### src/hw/cie_regs.svh
// Constants for the instruction execution subset: opcodes, flag bit
// positions, reset values and cycle counts.
// Assumes inclusion by bare name from the package and the core.
`ifndef CIE_REGS_SVH
`define CIE_REGS_SVH

// Operation codes presented on op_code
`define CIE_OP_NOP 5'h00
`define CIE_OP_OR_MEM 5'h01
`define CIE_OP_OR_IMM 5'h02
`define CIE_OP_OR_INTO_MEM 5'h03
`define CIE_OP_LEAVE_SUB 5'h04
`define CIE_OP_LEAVE_SUB_LIT 5'h05
`define CIE_OP_LEAVE_INT 5'h06
`define CIE_OP_ROTL 5'h07
`define CIE_OP_ROTL_ACC 5'h08
`define CIE_OP_ROTLC 5'h09
`define CIE_OP_ROTLC_ACC 5'h0a
`define CIE_OP_ROTR 5'h0b
`define CIE_OP_ROTR_ACC 5'h0c
`define CIE_OP_ROTRC 5'h0d
`define CIE_OP_ROTRC_ACC 5'h0e
`define CIE_OP_SBB_MEM 5'h0f
`define CIE_OP_SBB_IMM 5'h10
`define CIE_OP_SBB_INTO_MEM 5'h11
`define CIE_OP_DEC_SKIP 5'h12
`define CIE_OP_DEC_SKIP_ACC 5'h13
`define CIE_OP_SET_BYTE 5'h14
`define CIE_OP_SET_BIT 5'h15
`define CIE_OP_INC_SKIP 5'h16
`define CIE_OP_INC_SKIP_ACC 5'h17
`define CIE_OP_BIT_SKIP 5'h18
`define CIE_OP_NZ_SKIP 5'h19
`define CIE_OP_SUB_MEM 5'h1a

// Flag positions in the flag word
`define CIE_FLG_C 0
`define CIE_FLG_HALF 1
`define CIE_FLG_Z 2
`define CIE_FLG_WRAP 3
`define CIE_FLG_SIGN 4
`define CIE_FLG_CHAIN 5

// Reset values and the all-ones byte that set byte writes
`define CIE_RST_ACC 8'h00
`define CIE_RST_PC 13'h0000
`define CIE_RST_FLAGS 6'h00
`define CIE_ALL_ONES 8'hff

// Cycle counts: skip instructions take two, the rest one
`define CIE_CYC_SKIP 2'h2
`define CIE_CYC_PLAIN 2'h1

`endif

### src/hw/cie_pkg.sv
// Types shared by the instruction execution subset.
// Assumes the constants header is on the include path.
`include "cie_regs.svh"

package cie_pkg;
	typedef enum logic {
		CIE_EXEC,
		CIE_DUMMY
	} cie_state_t;
endpackage

### src/hw/cie_core.sv
// Execution unit for a subset of an 8-bit core's instructions.
// Assumes a decoder presents one operation per start pulse and data
// memory read data arrives with it; stack top is supplied by the caller.
//
// Overview of operation
// - No-operation changes nothing; program counter just advances.
// - OR accumulator with memory or immediate; only zero flag updated.
// - Subroutine return loads program counter from stack top, flags kept.
// - Return with literal pops program counter and loads immediate to acc.
// - Interrupt return pops pc and sets the global interrupt enable.
// - Interrupt pending at interrupt return is serviced before main code.
// - Rotate left moves bits up, bit 7 wraps to bit 0, flags kept.
// - Accumulator rotate forms write accumulator and leave memory alone.
// - Rotate left via carry: old carry into bit 0, bit 7 into carry.
// - Rotate right moves bits down, bit 0 wraps to bit 7, flags kept.
// - Rotate right via carry: old carry into bit 7, bit 0 into carry.
// - Subtract with borrow: acc minus operand minus inverted carry.
// - Subtraction carry is 0 when negative, 1 when zero or positive.
// - Subtracts set wrap, zero, half carry, carry, sign, chain zero.
// - Decrement skip writes back and skips when result is zero.
// - Accumulator skip forms write acc, test it, leave memory unchanged.
// - Every skip instruction here takes two instruction cycles.
// - Set byte writes all ones; set bit forces one bit; flags kept.
// - Increment skip writes back and skips when result is zero.
// - Bit test skip skips when the selected bit is one.
// - Non-zero skip writes byte back and skips when it is non-zero.
// - Plain subtract: acc minus memory, no borrow, result to acc.
`timescale 1ns/10ps
`default_nettype none
`include "cie_regs.svh"

module cie_core (
	input wire logic clk,
	input wire logic rst,
	input wire logic start,
	input wire logic [4:0] op_code,
	input wire logic [7:0] mem_rdata,
	input wire logic [7:0] imm,
	input wire logic [2:0] bit_sel,
	input wire logic [12:0] stack_top,
	input wire logic int_pending,
	output logic [7:0] acc,
	output logic [5:0] flags,
	output logic [12:0] pc,
	output logic global_interrupt_enable,
	output logic mem_we,
	output logic [7:0] mem_wdata,
	output logic stack_pop,
	output logic int_service,
	output logic busy,
	output logic done
);

	// ------------------------------------------------------------
	// Datapath
	// ------------------------------------------------------------
	logic [7:0] opnd;
	logic [7:0] res;
	logic [8:0] diff;
	logic [4:0] half;
	logic [7:0] sel_mask;
	logic wr_acc;
	logic wr_mem;
	logic set_z;
	logic arith;
	logic new_c;
	logic upd_c;
	logic skip;
	logic is_skip;
	logic borrow_in;
	logic next_ovf;
	cie_pkg::cie_state_t state;

	assign sel_mask = 8'h01 << bit_sel;
	assign opnd = (op_code == `CIE_OP_OR_IMM ||
		op_code == `CIE_OP_SBB_IMM) ? imm : mem_rdata;
	// Borrow is the inverted carry only for the borrow forms
	assign borrow_in = (op_code == `CIE_OP_SUB_MEM) ? 1'b0 :
		~flags[`CIE_FLG_C];
	assign diff = {1'b0, acc} - {1'b0, opnd} - {8'h00, borrow_in};
	assign half = {1'b0, acc[3:0]} - {1'b0, opnd[3:0]} - {4'h0, borrow_in};
	assign next_ovf = (acc[7] ^ opnd[7]) & (acc[7] ^ diff[7]);

	// Operation decode: result, destination and flag effects
	always_comb begin
		res = acc;
		wr_acc = 1'b0;
		wr_mem = 1'b0;
		set_z = 1'b0;
		arith = 1'b0;
		new_c = flags[`CIE_FLG_C];
		upd_c = 1'b0;
		skip = 1'b0;
		is_skip = 1'b0;
		case (op_code)
		`CIE_OP_OR_MEM, `CIE_OP_OR_IMM: begin
			res = acc | opnd;
			wr_acc = 1'b1;
			set_z = 1'b1;
		end
		`CIE_OP_OR_INTO_MEM: begin
			res = acc | mem_rdata;
			wr_mem = 1'b1;
			set_z = 1'b1;
		end
		`CIE_OP_LEAVE_SUB_LIT: begin
			res = imm;
			wr_acc = 1'b1;
		end
		`CIE_OP_ROTL, `CIE_OP_ROTL_ACC: begin
			res = {mem_rdata[6:0], mem_rdata[7]};
			wr_acc = (op_code == `CIE_OP_ROTL_ACC);
			wr_mem = ~wr_acc;
		end
		`CIE_OP_ROTLC, `CIE_OP_ROTLC_ACC: begin
			res = {mem_rdata[6:0], flags[`CIE_FLG_C]};
			new_c = mem_rdata[7];
			upd_c = 1'b1;
			wr_acc = (op_code == `CIE_OP_ROTLC_ACC);
			wr_mem = ~wr_acc;
		end
		`CIE_OP_ROTR, `CIE_OP_ROTR_ACC: begin
			res = {mem_rdata[0], mem_rdata[7:1]};
			wr_acc = (op_code == `CIE_OP_ROTR_ACC);
			wr_mem = ~wr_acc;
		end
		`CIE_OP_ROTRC, `CIE_OP_ROTRC_ACC: begin
			res = {flags[`CIE_FLG_C], mem_rdata[7:1]};
			new_c = mem_rdata[0];
			upd_c = 1'b1;
			wr_acc = (op_code == `CIE_OP_ROTRC_ACC);
			wr_mem = ~wr_acc;
		end
		`CIE_OP_SBB_MEM, `CIE_OP_SBB_IMM, `CIE_OP_SUB_MEM: begin
			res = diff[7:0];
			wr_acc = 1'b1;
			arith = 1'b1;
		end
		`CIE_OP_SBB_INTO_MEM: begin
			res = diff[7:0];
			wr_mem = 1'b1;
			arith = 1'b1;
		end
		`CIE_OP_DEC_SKIP, `CIE_OP_DEC_SKIP_ACC: begin
			res = mem_rdata - 8'h01;
			wr_acc = (op_code == `CIE_OP_DEC_SKIP_ACC);
			wr_mem = ~wr_acc;
			is_skip = 1'b1;
			skip = (res == 8'h00);
		end
		`CIE_OP_INC_SKIP, `CIE_OP_INC_SKIP_ACC: begin
			res = mem_rdata + 8'h01;
			wr_acc = (op_code == `CIE_OP_INC_SKIP_ACC);
			wr_mem = ~wr_acc;
			is_skip = 1'b1;
			skip = (res == 8'h00);
		end
		`CIE_OP_SET_BYTE: begin
			res = `CIE_ALL_ONES;
			wr_mem = 1'b1;
		end
		`CIE_OP_SET_BIT: begin
			res = mem_rdata | sel_mask;
			wr_mem = 1'b1;
		end
		`CIE_OP_BIT_SKIP: begin
			is_skip = 1'b1;
			skip = |(mem_rdata & sel_mask);
		end
		`CIE_OP_NZ_SKIP: begin
			res = mem_rdata;
			wr_mem = 1'b1;
			is_skip = 1'b1;
			skip = (mem_rdata != 8'h00);
		end
		// No-operation, plain return and interrupt return touch no data
		default: res = acc;
		endcase
	end

	wire accept = start & (state == cie_pkg::CIE_EXEC);
	wire is_return = (op_code == `CIE_OP_LEAVE_SUB) ||
		(op_code == `CIE_OP_LEAVE_SUB_LIT) ||
		(op_code == `CIE_OP_LEAVE_INT);

	// ------------------------------------------------------------
	// Architectural state
	// ------------------------------------------------------------
	// Accumulator
	always_ff @(posedge clk) begin
		if (rst)
			acc <= `CIE_RST_ACC;
		else if (accept && wr_acc)
			acc <= res;
	end

	// Flags; only arithmetic, OR and carry rotates touch them
	always_ff @(posedge clk) begin
		if (rst) begin
			flags <= `CIE_RST_FLAGS;
		end else if (accept) begin
			if (set_z || arith)
				flags[`CIE_FLG_Z] <= (res == 8'h00);
			if (upd_c)
				flags[`CIE_FLG_C] <= new_c;
			if (arith) begin
				flags[`CIE_FLG_C] <= ~diff[8];
				flags[`CIE_FLG_HALF] <= ~half[4];
				flags[`CIE_FLG_WRAP] <= next_ovf;
				flags[`CIE_FLG_SIGN] <= diff[7] ^ next_ovf;
				// Chained zero keeps multi-byte zero tests honest
				flags[`CIE_FLG_CHAIN] <= (res == 8'h00) &
					(op_code == `CIE_OP_SUB_MEM ||
					flags[`CIE_FLG_CHAIN]);
			end
		end
	end

	// Program counter: step, return, or skip over next word
	always_ff @(posedge clk) begin
		if (rst)
			pc <= `CIE_RST_PC;
		else if (accept && is_return)
			pc <= stack_top;
		else if (accept && skip)
			pc <= pc + 13'h0002;
		else if (accept)
			pc <= pc + 13'h0001;
	end

	// Global interrupt enable set by interrupt return
	always_ff @(posedge clk) begin
		if (rst)
			global_interrupt_enable <= 1'b0;
		else if (accept && op_code == `CIE_OP_LEAVE_INT)
			global_interrupt_enable <= 1'b1;
	end

	// Pending request after interrupt return goes to service first
	always_ff @(posedge clk) begin
		if (rst)
			int_service <= 1'b0;
		else
			int_service <= accept &&
				op_code == `CIE_OP_LEAVE_INT && int_pending;
	end

	// Memory write strobe and data, one cycle
	always_ff @(posedge clk) begin
		if (rst) begin
			mem_we <= 1'b0;
			mem_wdata <= 8'h00;
		end else begin
			mem_we <= accept & wr_mem;
			mem_wdata <= res;
		end
	end

	// Stack pop strobe
	always_ff @(posedge clk) begin
		if (rst)
			stack_pop <= 1'b0;
		else
			stack_pop <= accept & is_return;
	end

	// ------------------------------------------------------------
	// Cycle sequencing
	// ------------------------------------------------------------
	// Skip ops spend a dummy cycle; start is ignored meanwhile
	always_ff @(posedge clk) begin
		if (rst) begin
			state <= cie_pkg::CIE_EXEC;
		end else begin
			case (state)
			cie_pkg::CIE_EXEC: begin
				if (accept && is_skip)
					state <= cie_pkg::CIE_DUMMY;
			end
			cie_pkg::CIE_DUMMY: state <= cie_pkg::CIE_EXEC;
			default: state <= cie_pkg::CIE_EXEC;
			endcase
		end
	end

	// Busy during dummy cycle, done when instruction completes
	always_ff @(posedge clk) begin
		if (rst) begin
			busy <= 1'b0;
			done <= 1'b0;
		end else begin
			busy <= accept & is_skip;
			done <= (accept & ~is_skip) |
				(state == cie_pkg::CIE_DUMMY);
		end
	end
endmodule
`default_nettype wire

### config.mk
export PLATFORM = sky130hd
export DESIGN_NAME = cie_core
export DESIGN_NICKNAME = d
export VERILOG_FILES = /design/src/hw/cie_pkg.sv /design/src/hw/cie_core.sv
export VERILOG_INCLUDE_DIRS = /design/src /design/src/hw
export SDC_FILE = /design/constraint.sdc
export NUM_CORES = 1
export LEC_CHECK = 0
export ABC_AREA = 1
export BUFFER_PORTS_ARGS = -buffer_cell sky130_fd_sc_hd__buf_4
export CORE_ASPECT_RATIO = 0.6
export CORE_MARGIN = 1.5
export CORE_UTILIZATION = 50
export CTS_CLUSTER_DIAMETER = 50
export CTS_CLUSTER_SIZE = 24
export DETAILED_ROUTE_END_ITERATION = 10
export GPL_TIMING_DRIVEN = 0
export PLACE_DENSITY = 0.72
export SLEW_MARGIN = 20
export SYNTH_ARGS = -nofsm -noshare
export SYNTH_HDL_FRONTEND = slang
export SYNTH_SLANG_ARGS = --single-unit
### constraint.sdc
create_clock -name clk -period 7.5 [get_ports clk]
set_input_delay 0 -clock clk [delete_from_list [all_inputs] [get_ports clk]]
set_output_delay 0 -clock clk [all_outputs]
set_load 0.02 [all_outputs]
# After elaboration in Yosys (flattened, before gate mapping)
# Index checks and enable logic that the tools add are counted.
[word_totals]
ff_bits = 42
latch_bits = 0
mem_bits_rw = 0
romBits = 0
input_bits = 41
output_inout_bits = 41
word_cells = 127
n_memories = 0
[op_classes]
n_addsub = 8
multipliers = 0
div_mod_pow = 0
order_cmp = 0
eq_ne = 26
n_shift = 1
muxes = 18
n_bitwise = 26
n_reduce_logical = 35
[ops]
columns = ["operator", "n"]
rows = [
  ["8-bit case mux with 13 select lines", 1],
  ["5-bit == test, second input constant", 11],
  ["5-bit by 4-bit == test with 1-bit output, second input constant", 8],
  ["13-bit 2-to-1 mux", 3],
  ["8-bit logical NOT", 3],
  ["8-bit bitwise OR", 3],
  ["5-bit by 3-bit == test with 1-bit output, second input constant", 4],
  ["1-bit case mux with 7 select lines", 2],
  ["2-bit OR reduction", 7],
  ["13-bit by 1-bit adder with 13-bit output, second input constant", 1],
  ["13-bit by 2-bit adder with 13-bit output, second input constant", 1],
  ["6-bit OR reduction", 2],
  ["1-bit NOT", 11],
  ["5-bit by 2-bit == test with 1-bit output, second input constant", 2],
  ["8-bit by 8-bit subtractor with 9-bit output", 1],
  ["9-bit by 1-bit subtractor with 9-bit output", 1],
  ["8-bit by 1-bit adder with 8-bit output, second input constant", 1],
  ["8-bit bitwise AND", 1],
  ["1-bit 2-to-1 mux", 8],
  ["8-bit 2-to-1 mux", 1],
  ["8-bit nonzero test", 1],
  ["4-bit OR reduction", 2],
  ["8-bit OR reduction", 1],
  ["1-bit by 3-bit left shift with 8-bit output, first input constant", 1],
  ["17 further kinds", 37],
]

# Depth between registers and ports, before layout
# Gate-level depths: netlist of run 1.
[logic_depth]
ltp_word = 8
mapped_depth = 25
depth_no_buf = 24

# Least setup slack after synthesis of run 1
# Ideal clock, no wire load.
[synth_timing]
path_kind = "input to register"
startpoint = "input port op_code[1]"
endpoint = "register flags[5]"
t_arrival_ns = 2.626
t_required_ns = 7.430
path_slack_ns = 4.804
path_stages = 24
path_buffers = 2
cell_sequence = "buf_4 nor2_4 nand2_1 nand2_1 nand2_1 clkbuf_1 nand2_1 o21ai_0 ha_1 inv_1 ha_1 nand2_1 inv_1 a21oi_1 nand3_1 nand3_1 nand2_1 inv_1 nand3_1 nor2_1 nand2_1 nor2_1 nand2_1 a21oi_1"
[synth_via]
elab_chain_len = 8
elab_cells_between_ends = 43
classes_between = "2 x add/sub; 23 x eq/ne; 4 x mux; 2 x bitwise; 12 x reduce/logical"
[synth_lines]
columns = ["item", "line", "source"]
rows = [
  ["from (decl)", "cie_core.sv:36", "input wire logic [4:0] op_code,"],
  ["5-bit by 2-bit == test with 1-bit output / 5-bit == test (equally long branches)", "cie_core.sv:95", "case (op_code)"],
  ["1-bit logical OR (no line)", "n/a", ""],
  ["8-bit 2-to-1 mux", "cie_core.sv:75", "assign opnd = (op_code == `CIE_OP_OR_IMM ||"],
  ["8-bit by 8-bit subtractor with 9-bit output", "cie_core.sv:80", "assign diff = {1'b0, acc} - {1'b0, opnd} - {8'h00, borrow_in};"],
  ["9-bit by 1-bit subtractor with 9-bit output", "cie_core.sv:80", ""],
  ["8-bit case mux with 13 select lines", "cie_core.sv:95", ""],
  ["8-bit logical NOT", "cie_core.sv:212", "flags[`CIE_FLG_CHAIN] <= (res == 8'h00) &"],
  ["1-bit bitwise AND", "cie_core.sv:212", ""],
  ["to (signal, indexed assignment)", "cie_core.sv:209", "flags[`CIE_FLG_WRAP] <= next_ovf;"],
  ["to (signal, indexed assignment)", "cie_core.sv:210", "flags[`CIE_FLG_SIGN] <= diff[7] ^ next_ovf;"],
  ["to (signal, indexed assignment)", "cie_core.sv:212", ""],
  ["to (decl)", "cie_core.sv:43", "output logic [5:0] flags,"],
]
# Parallel ways exist; a longest one is shown, timed or not.
# A chain may end at the register's enable or synchronous reset.

# Worst setup path in the final report of run 1
[layout_timing]
startpoint = "input port op_code[3]"
endpoint = "register flags[5]"
# The elaborated chain is that of the path after synthesis.

==> reports/metrics.csv, run 1 <==
metric,value,unit
final instance area,5450,sq um
fin nets,977,
diodes inserted,0,
fmax,0.299,GHz
antenna violations before repair,0,
Detail Route Antenna Nets,0,
post-CTS sizing,0,
final setup TNS,0,ps
core area,8690,sq um
Final Hold Vio Count,0,
Yosys cell types,34,
Design Power,811,uW
fillers,873,
drt first-iter violations,838,
TritonCTS clock tree,yes,
TritonCTS Buffers,5,
die area,9740,sq um
mapped cell area,4570,sq um
"area leader, netlist",nand2_1,
router iterations before antenna repair,5,
Yosys Warn Count,0,
first-pass GRT wire length,27100,um
RSZ-0062 raised after global routing,false,
CP Capture Type,flip-flop,
most numerous cell in the Yosys netlist,nand2_1,
HP Class,primary input to flip-flop,
"EDFF count, synth",0,
IO buf count,73,
clock skew,3.20,ps
Max-Cap Viols,0,
Yosys top cell area share,19.4,%
critical path data arrival time,3570,ps
async set-reset flop share out of synthesis,0,%
WHS,10.2,ps
worst-margin pin slew,904,ps
H-tree Lvls,2,
TritonCTS Sinks,42,
syn nets,894,
"Top FF cell, synth",dfxtp_1,
Post-Route WL,17400,um
Slew Limit Fails,0,
largest cells by area after synthesis,"nand2_1 (19%), dfxtp_1 (18%), nor2_1 (11%)",
placed inst area,5260,sq um
status,finished clean,
Post-synth top cells,"nand2_1 (236), nor2_1 (128), inv_1 (118)",
final setup vio count,0,
global-route usage over all layers,35.9,%
Crit Path Class,primary input to flip-flop,
largest net degree at the start of global routing,13,
worst-path fanout max,10,
Avg WL per Cell,17.0,um
Area Overhead vs Synth,19.3,%
Placed Cells incl. Taps,1011,
"CTS clk-pin slew, worst paths",60,ps
number of remaining DRC errors,0,
# IOs,82,
Core Rows,26,
initial cell density of the core,52.6,%
vias in the first global route,5261,
width of the die,126,um
nature of the critical path startpoint,primary input,
period utilization,44.7,%
clock buffer depth,2,
Leak Pwr,2.98,nW
fin crit period,3350,ps
Placer Congestion,1.03,
Skew-Pair Late Insertion Delay,290,ps
grt total ovfl,0,
Die H,77.0,um
Slew HR,39.3,%
Synth Register Bits,42,
final cell count without fillers,1022,
fraction of final layout cells sized beyond drive strength 1,12.1,%
DR vias,5784,
DPL Wire Length,14100,um
data required time of the critical path,7720,ps
synthesized area per cell,5.53,sq um
worst vdd ir,0.000106,V
Vias/cell,5.66,
post-synthesis sequential area ratio,18.4,%
root buffer cell,clkbuf_16,
Synth Instances,826,
pwr/cell area,149,nW/um^2
==> layout by cell type (no fill, tap or decap), types with 3 or more instances in the layout <==
cell / n
clkbuf_1: 13
xor2_1: 26
and2_1: 3
buf_2: 12
dfxtp_1: 42
nor2_2: 5
buf_4: 75
nand3_2: 5
nor3_1: 11
nor2_1: 128
dlygate4sd3_1: 3
nand4_1: 11
o22ai_1: 4
nand2_1: 236
nand3_1: 85
nand3b_1: 4
clkbuf_16: 5
inv_2: 4
o211ai_1: 3
ha_1: 25
a31oi_1: 4
a21oi_1: 34
o21ai_0: 35
inv_1: 118
==> cells by family after synthesis <==
family	count (synthesis)	share of synthesized area (%)
AND/OR/NAND/NOR	492	45.4
adder cells (fa/ha/maj)	27	7.72
buffers and inverters	150	12.8
XOR/XNOR	28	5.37
AO/OA/AOI/OAI	87	10.2
flip-flops	42	18.4
==> state kept, by name, indices dropped and copies added, names as in the netlist <==
| register | flops |
|---|---|
| acc | 8 |
| busy | 1 |
| done | 1 |
| flags | 6 |
| global_interrupt_enable | 1 |
| int_service | 1 |
| mem_wdata | 8 |
| mem_we | 1 |
| pc | 13 |
| stack_pop | 1 |
| state | 1 |
==> timing repair <==
action,4_1_cts,5_1_grt
hold buffers,3,0
hold endpoints to repair,3,0
buffers inserted,0,0
==> worst max-delay path: stages <==
cell      delay [ps]
buf_4            130
buf_2            180
nor2_2           290
nand2_1          250
clkbuf_1         300
o21ai_0          400
ha_1             310
inv_1             70
ha_1             280
nand2_1          100
inv_1             40
a21oi_1          170
nand3_1          100
nand3_1          120
nand2_1           50
inv_1             50
nand3_1           70
nor2_1           260
nand2_1           90
nor2_1            90
nand2_1           90
a21oi_1          130
==> worst paths after layout <==
check / startpoint / end / slack (ps) / cells past startpoint
hold / removal: stack_top[1] / pc[1]$_SDFFE_PP0P_ / 10 / 3
setup reg to reg: flags[0]$_SDFFE_PP0P_ / flags[5]$_SDFFE_PP0P_ / 4650 / 20
hold reg to reg: state$_SDFF_PP0_ / done$_SDFF_PP0_ / 460 / 2
setup / recovery: op_code[3] / flags[5]$_SDFFE_PP0P_ / 4150 / 22
==> through the flow <==
step	worst slack [ps]	util (%)
detailed placement	3980	60.5
CTS	4260	62.7
global placement	4050	60.5
floorplan	4800	-
finish	4150	62.7
global route	3780	62.7
==> where the power goes <==
group	leakage, nW	internal, mW	switching, mW
clock network	0.0781	0.157	0.0885
registers	0.343	0.238	0.0132
logic	2.56	0.107	0.207
total	2.98	0.503	0.309
==> routing by layer <==
metal | part of all wire, % | GRT usage, % | routed length, um | up-vias
li1 | - | - | - | 2762
met1 | 48 | 55.1 | 8310 | 2640
met2 | 37 | 48.4 | 6450 | 356
met3 | 14 | 12.2 | 2460 | 26
met4 | 0.81 | 4.37 | 141 | 0
met5 | 0 | 0 | 0 | -
==> cell type report <==
type | instances | area [sq um] | share of cell area [%]
buffer | 26 | 120 | 2.20
clock inverter | 1 | 30.0 | 0.551
multi-input combinational | 634 | 3140 | 57.7
sequential | 42 | 841 | 15.4
inverter | 124 | 465 | 8.54
timing repair buffer | 76 | 578 | 10.6
tap | 112 | 140 | 2.57
clock buffer | 7 | 133 | 2.43
Note: power is estimated with default switching activity, not from simulation.
==> run 2: changes to the inputs <==
--- a/config.mk
+++ b/config.mk
@@ -15,7 +15,7 @@
 export CTS_CLUSTER_SIZE = 24
 export DETAILED_ROUTE_END_ITERATION = 10
 export GPL_TIMING_DRIVEN = 0
-export PLACE_DENSITY = 0.72
+export PLACE_DENSITY = 0.75
 export SLEW_MARGIN = 20
 export SYNTH_ARGS = -nofsm -noshare
 export SYNTH_HDL_FRONTEND = slang
==> constraint.sdc (replaced) <==
create_clock -name clk -period 3 [get_ports clk]
set_input_delay 0 -clock clk [delete_from_list [all_inputs] [get_ports clk]]
set_output_delay 0 -clock clk [all_outputs]
set_load 0.02 [all_outputs]
==> reports/metrics.csv, run 2 (synthesized netlist as in run 1, its figures left out) <==
metric,value,unit,change
# IOs,82,,unchanged
cells along the critical path,buf_4 -> clkbuf_4 -> nand2_1 -> nand2_2 -> nand2_4 -> buf_4 -> nand2_1 -> o21ai_1 -> ha_1 -> inv_1 -> ha_2 -> nand2_1 -> nand3b_1 -> nand2_1 -> inv_1 -> nand2_1 -> nand2_1 -> nor2_1 -> nand3_1 -> nor2_4 -> nand2_1 -> nor2_1 -> nand2_1 -> a21oi_1,,was buf_4 -> buf_2 -> nor2_2 -> nand2_1 -> clkbuf_1 -> o21ai_0 -> ha_1 -> inv_1 -> ha_1 -> nand2_1 -> inv_1 -> a21oi_1 -> nand3_1 -> nand3_1 -> nand2_1 -> inv_1 -> nand3_1 -> nor2_1 -> nand2_1 -> nor2_1 -> nand2_1 -> a21oi_1
global-route usage over all layers,34.4,%,was 35.9%
critical path data arrival time,3050,ps,was 3570 ps
largest reg by FF count,pc,,unchanged
Detail Route Antenna Nets,0,,unchanged
fin crit period,2830,ps,
Placer Congestion,1.03,,about the same
Area Overhead vs Synth,21.1,%,was 19.3%
setup ws final,172,ps,was 4150 ps
"commonest cells after routing, fill and taps aside","nand2_1 (234), nor2_1 (127), inv_1 (118)",,"was nand2_1 (236), nor2_1 (128), inv_1 (118)"
worst-path fanout max,10,,unchanged
HP Class,primary input to flip-flop,,unchanged
largest net degree at the start of global routing,13,,unchanged
grt total ovfl,0,,unchanged
diodes inserted,0,,unchanged
root buffer cell,clkbuf_16,,unchanged
Placed Cells incl. Taps,1011,,unchanged
initial cell density of the core,52.6,%,unchanged
number of remaining DRC errors,0,,unchanged
fraction of final layout cells sized beyond drive strength 1,13.7,%,was 12.1%
"CTS clk-pin slew, worst paths",60,ps,about the same
clock buffer depth,2,,unchanged
Final Hold Vio Count,0,,unchanged
Leak Pwr,3.02,nW,was 2.98 nW
Slew HR,45.6,%,was 39.3%
CP Capture Type,flip-flop,,unchanged
Design Power,1.99,mW,was 811 uW
first-pass GRT wire length,26000,um,was 27100 um
vias in the first global route,4995,,was 5261
period utilization,94.3,%,
Core Rows,26,,unchanged
DPL Wire Length,13600,um,was 14100 um
TritonCTS Sinks,42,,unchanged
Slew Limit Fails,0,,unchanged
worst-margin pin slew,809,ps,was 904 ps
TritonCTS clock tree,yes,,unchanged
clock skew,3.23,ps,was 3.20 ps
H-tree Lvls,2,,unchanged
fin nets,982,,was 977
Die H,77.0,um,unchanged
core area,8690,sq um,unchanged
width of the die,126,um,unchanged
antenna violations before repair,0,,unchanged
pwr/cell area,360,nW/um^2,was 149 nW/um^2
final setup vio count,0,,unchanged
data required time of the critical path,3220,ps,was 7720 ps
TritonCTS Buffers,5,,unchanged
"most common cell after layout, fill and taps aside",nand2_1,,unchanged
Skew-Pair Late Insertion Delay,290,ps,about the same
dpl ws,-571,ps,was 3980 ps
status,finished clean,,unchanged
Avg WL per Cell,16.6,um,was 17.0 um
Crit Path Class,primary input to flip-flop,,unchanged
die area,9740,sq um,unchanged
final cell count without fillers,1027,,was 1022
Vias/cell,5.66,,about the same
Slowest Stage Delay on Critical Path,300,ps,was 400 ps
max FFs per register,13,,unchanged
drt first-iter violations,818,,was 838
IO buf count,73,,unchanged
router iterations before antenna repair,6,,was 5
Critical Path Most Common Cell,nand2_1,,unchanged
nature of the critical path startpoint,primary input,,unchanged
slowest stage cell on the critical path,ha_2,,was o21ai_0
Max-Cap Viols,0,,unchanged
DR vias,5814,,was 5784
Post-Route WL,17000,um,was 17400 um
fmax,0.354,GHz,
worst vdd ir,0.000288,V,was 0.000106 V
final setup TNS,0,ps,unchanged
WHS,6.62,ps,was 10.2 ps
largest registers,"pc x13, acc x8, mem_wdata x8",,unchanged
run 2: timing repair:
action	CTS	global route
pin swaps	0	5
endpoints found under the hold margin	3	0
setup endpoints to repair	6	10
setup buffers	0	5
hold buffers	3	0
gates resized for setup	6	16
run 2: worst paths after layout:
path	cells after the start	slack [ps]	end	start
setup / recovery	24	170	flags[5]$_SDFFE_PP0P_	op_code[4]
hold / removal	3	7	pc[1]$_SDFFE_PP0P_	stack_top[1]
setup reg to reg	20	220	flags[5]$_SDFFE_PP0P_	flags[0]$_SDFFE_PP0P_
hold reg to reg	2	460	global_interrupt_enable$_SDFFE_PP0P_	global_interrupt_enable$_SDFFE_PP0P_
run 2: power by group:
part	total [mW]	internal [mW]	switching, mW
Sequential	0.628	0.595	0.0329
Clock	0.554	0.330	0.224
Combinational	0.812	0.287	0.525
run 2: final cells by class:
class                   count  area (sq um)
fillers                   840          3150
clock buffers               7           143
multi-input cells         634          3190
plain buffers              26           133
inverters                 124           465
repair buffers             81           616
flip-flops and latches     42           841
well taps                 112           140
clock inverters             1          5.00
run 2: metal layers:
| metal | track usage (%) | wire, um |
|---|---|---|
| met2 | 45.3 | 6340 |
| met1 | 52.8 | 7800 |
| met4 | 4.37 | 175 |
| met5 | 5.35 | 64 |
| met3 | 12.1 | 2640 |
run 2: worst max-delay path, delay by kind of cell:
kind / cells / cell delay, ps
buf+inv: 5 / 580
fa+ha+maj: 2 / 560
simple gates: 15 / 1640
compound gates: 2 / 270
run 2: through the flow:
step	instance area (sq um)	utilization, %
final	5530	63.7
after global routing	5530	63.7
after CTS	5450	62.7
after detailed placement	5260	60.5
after global placement	5260	60.5
after floorplan	4570	-
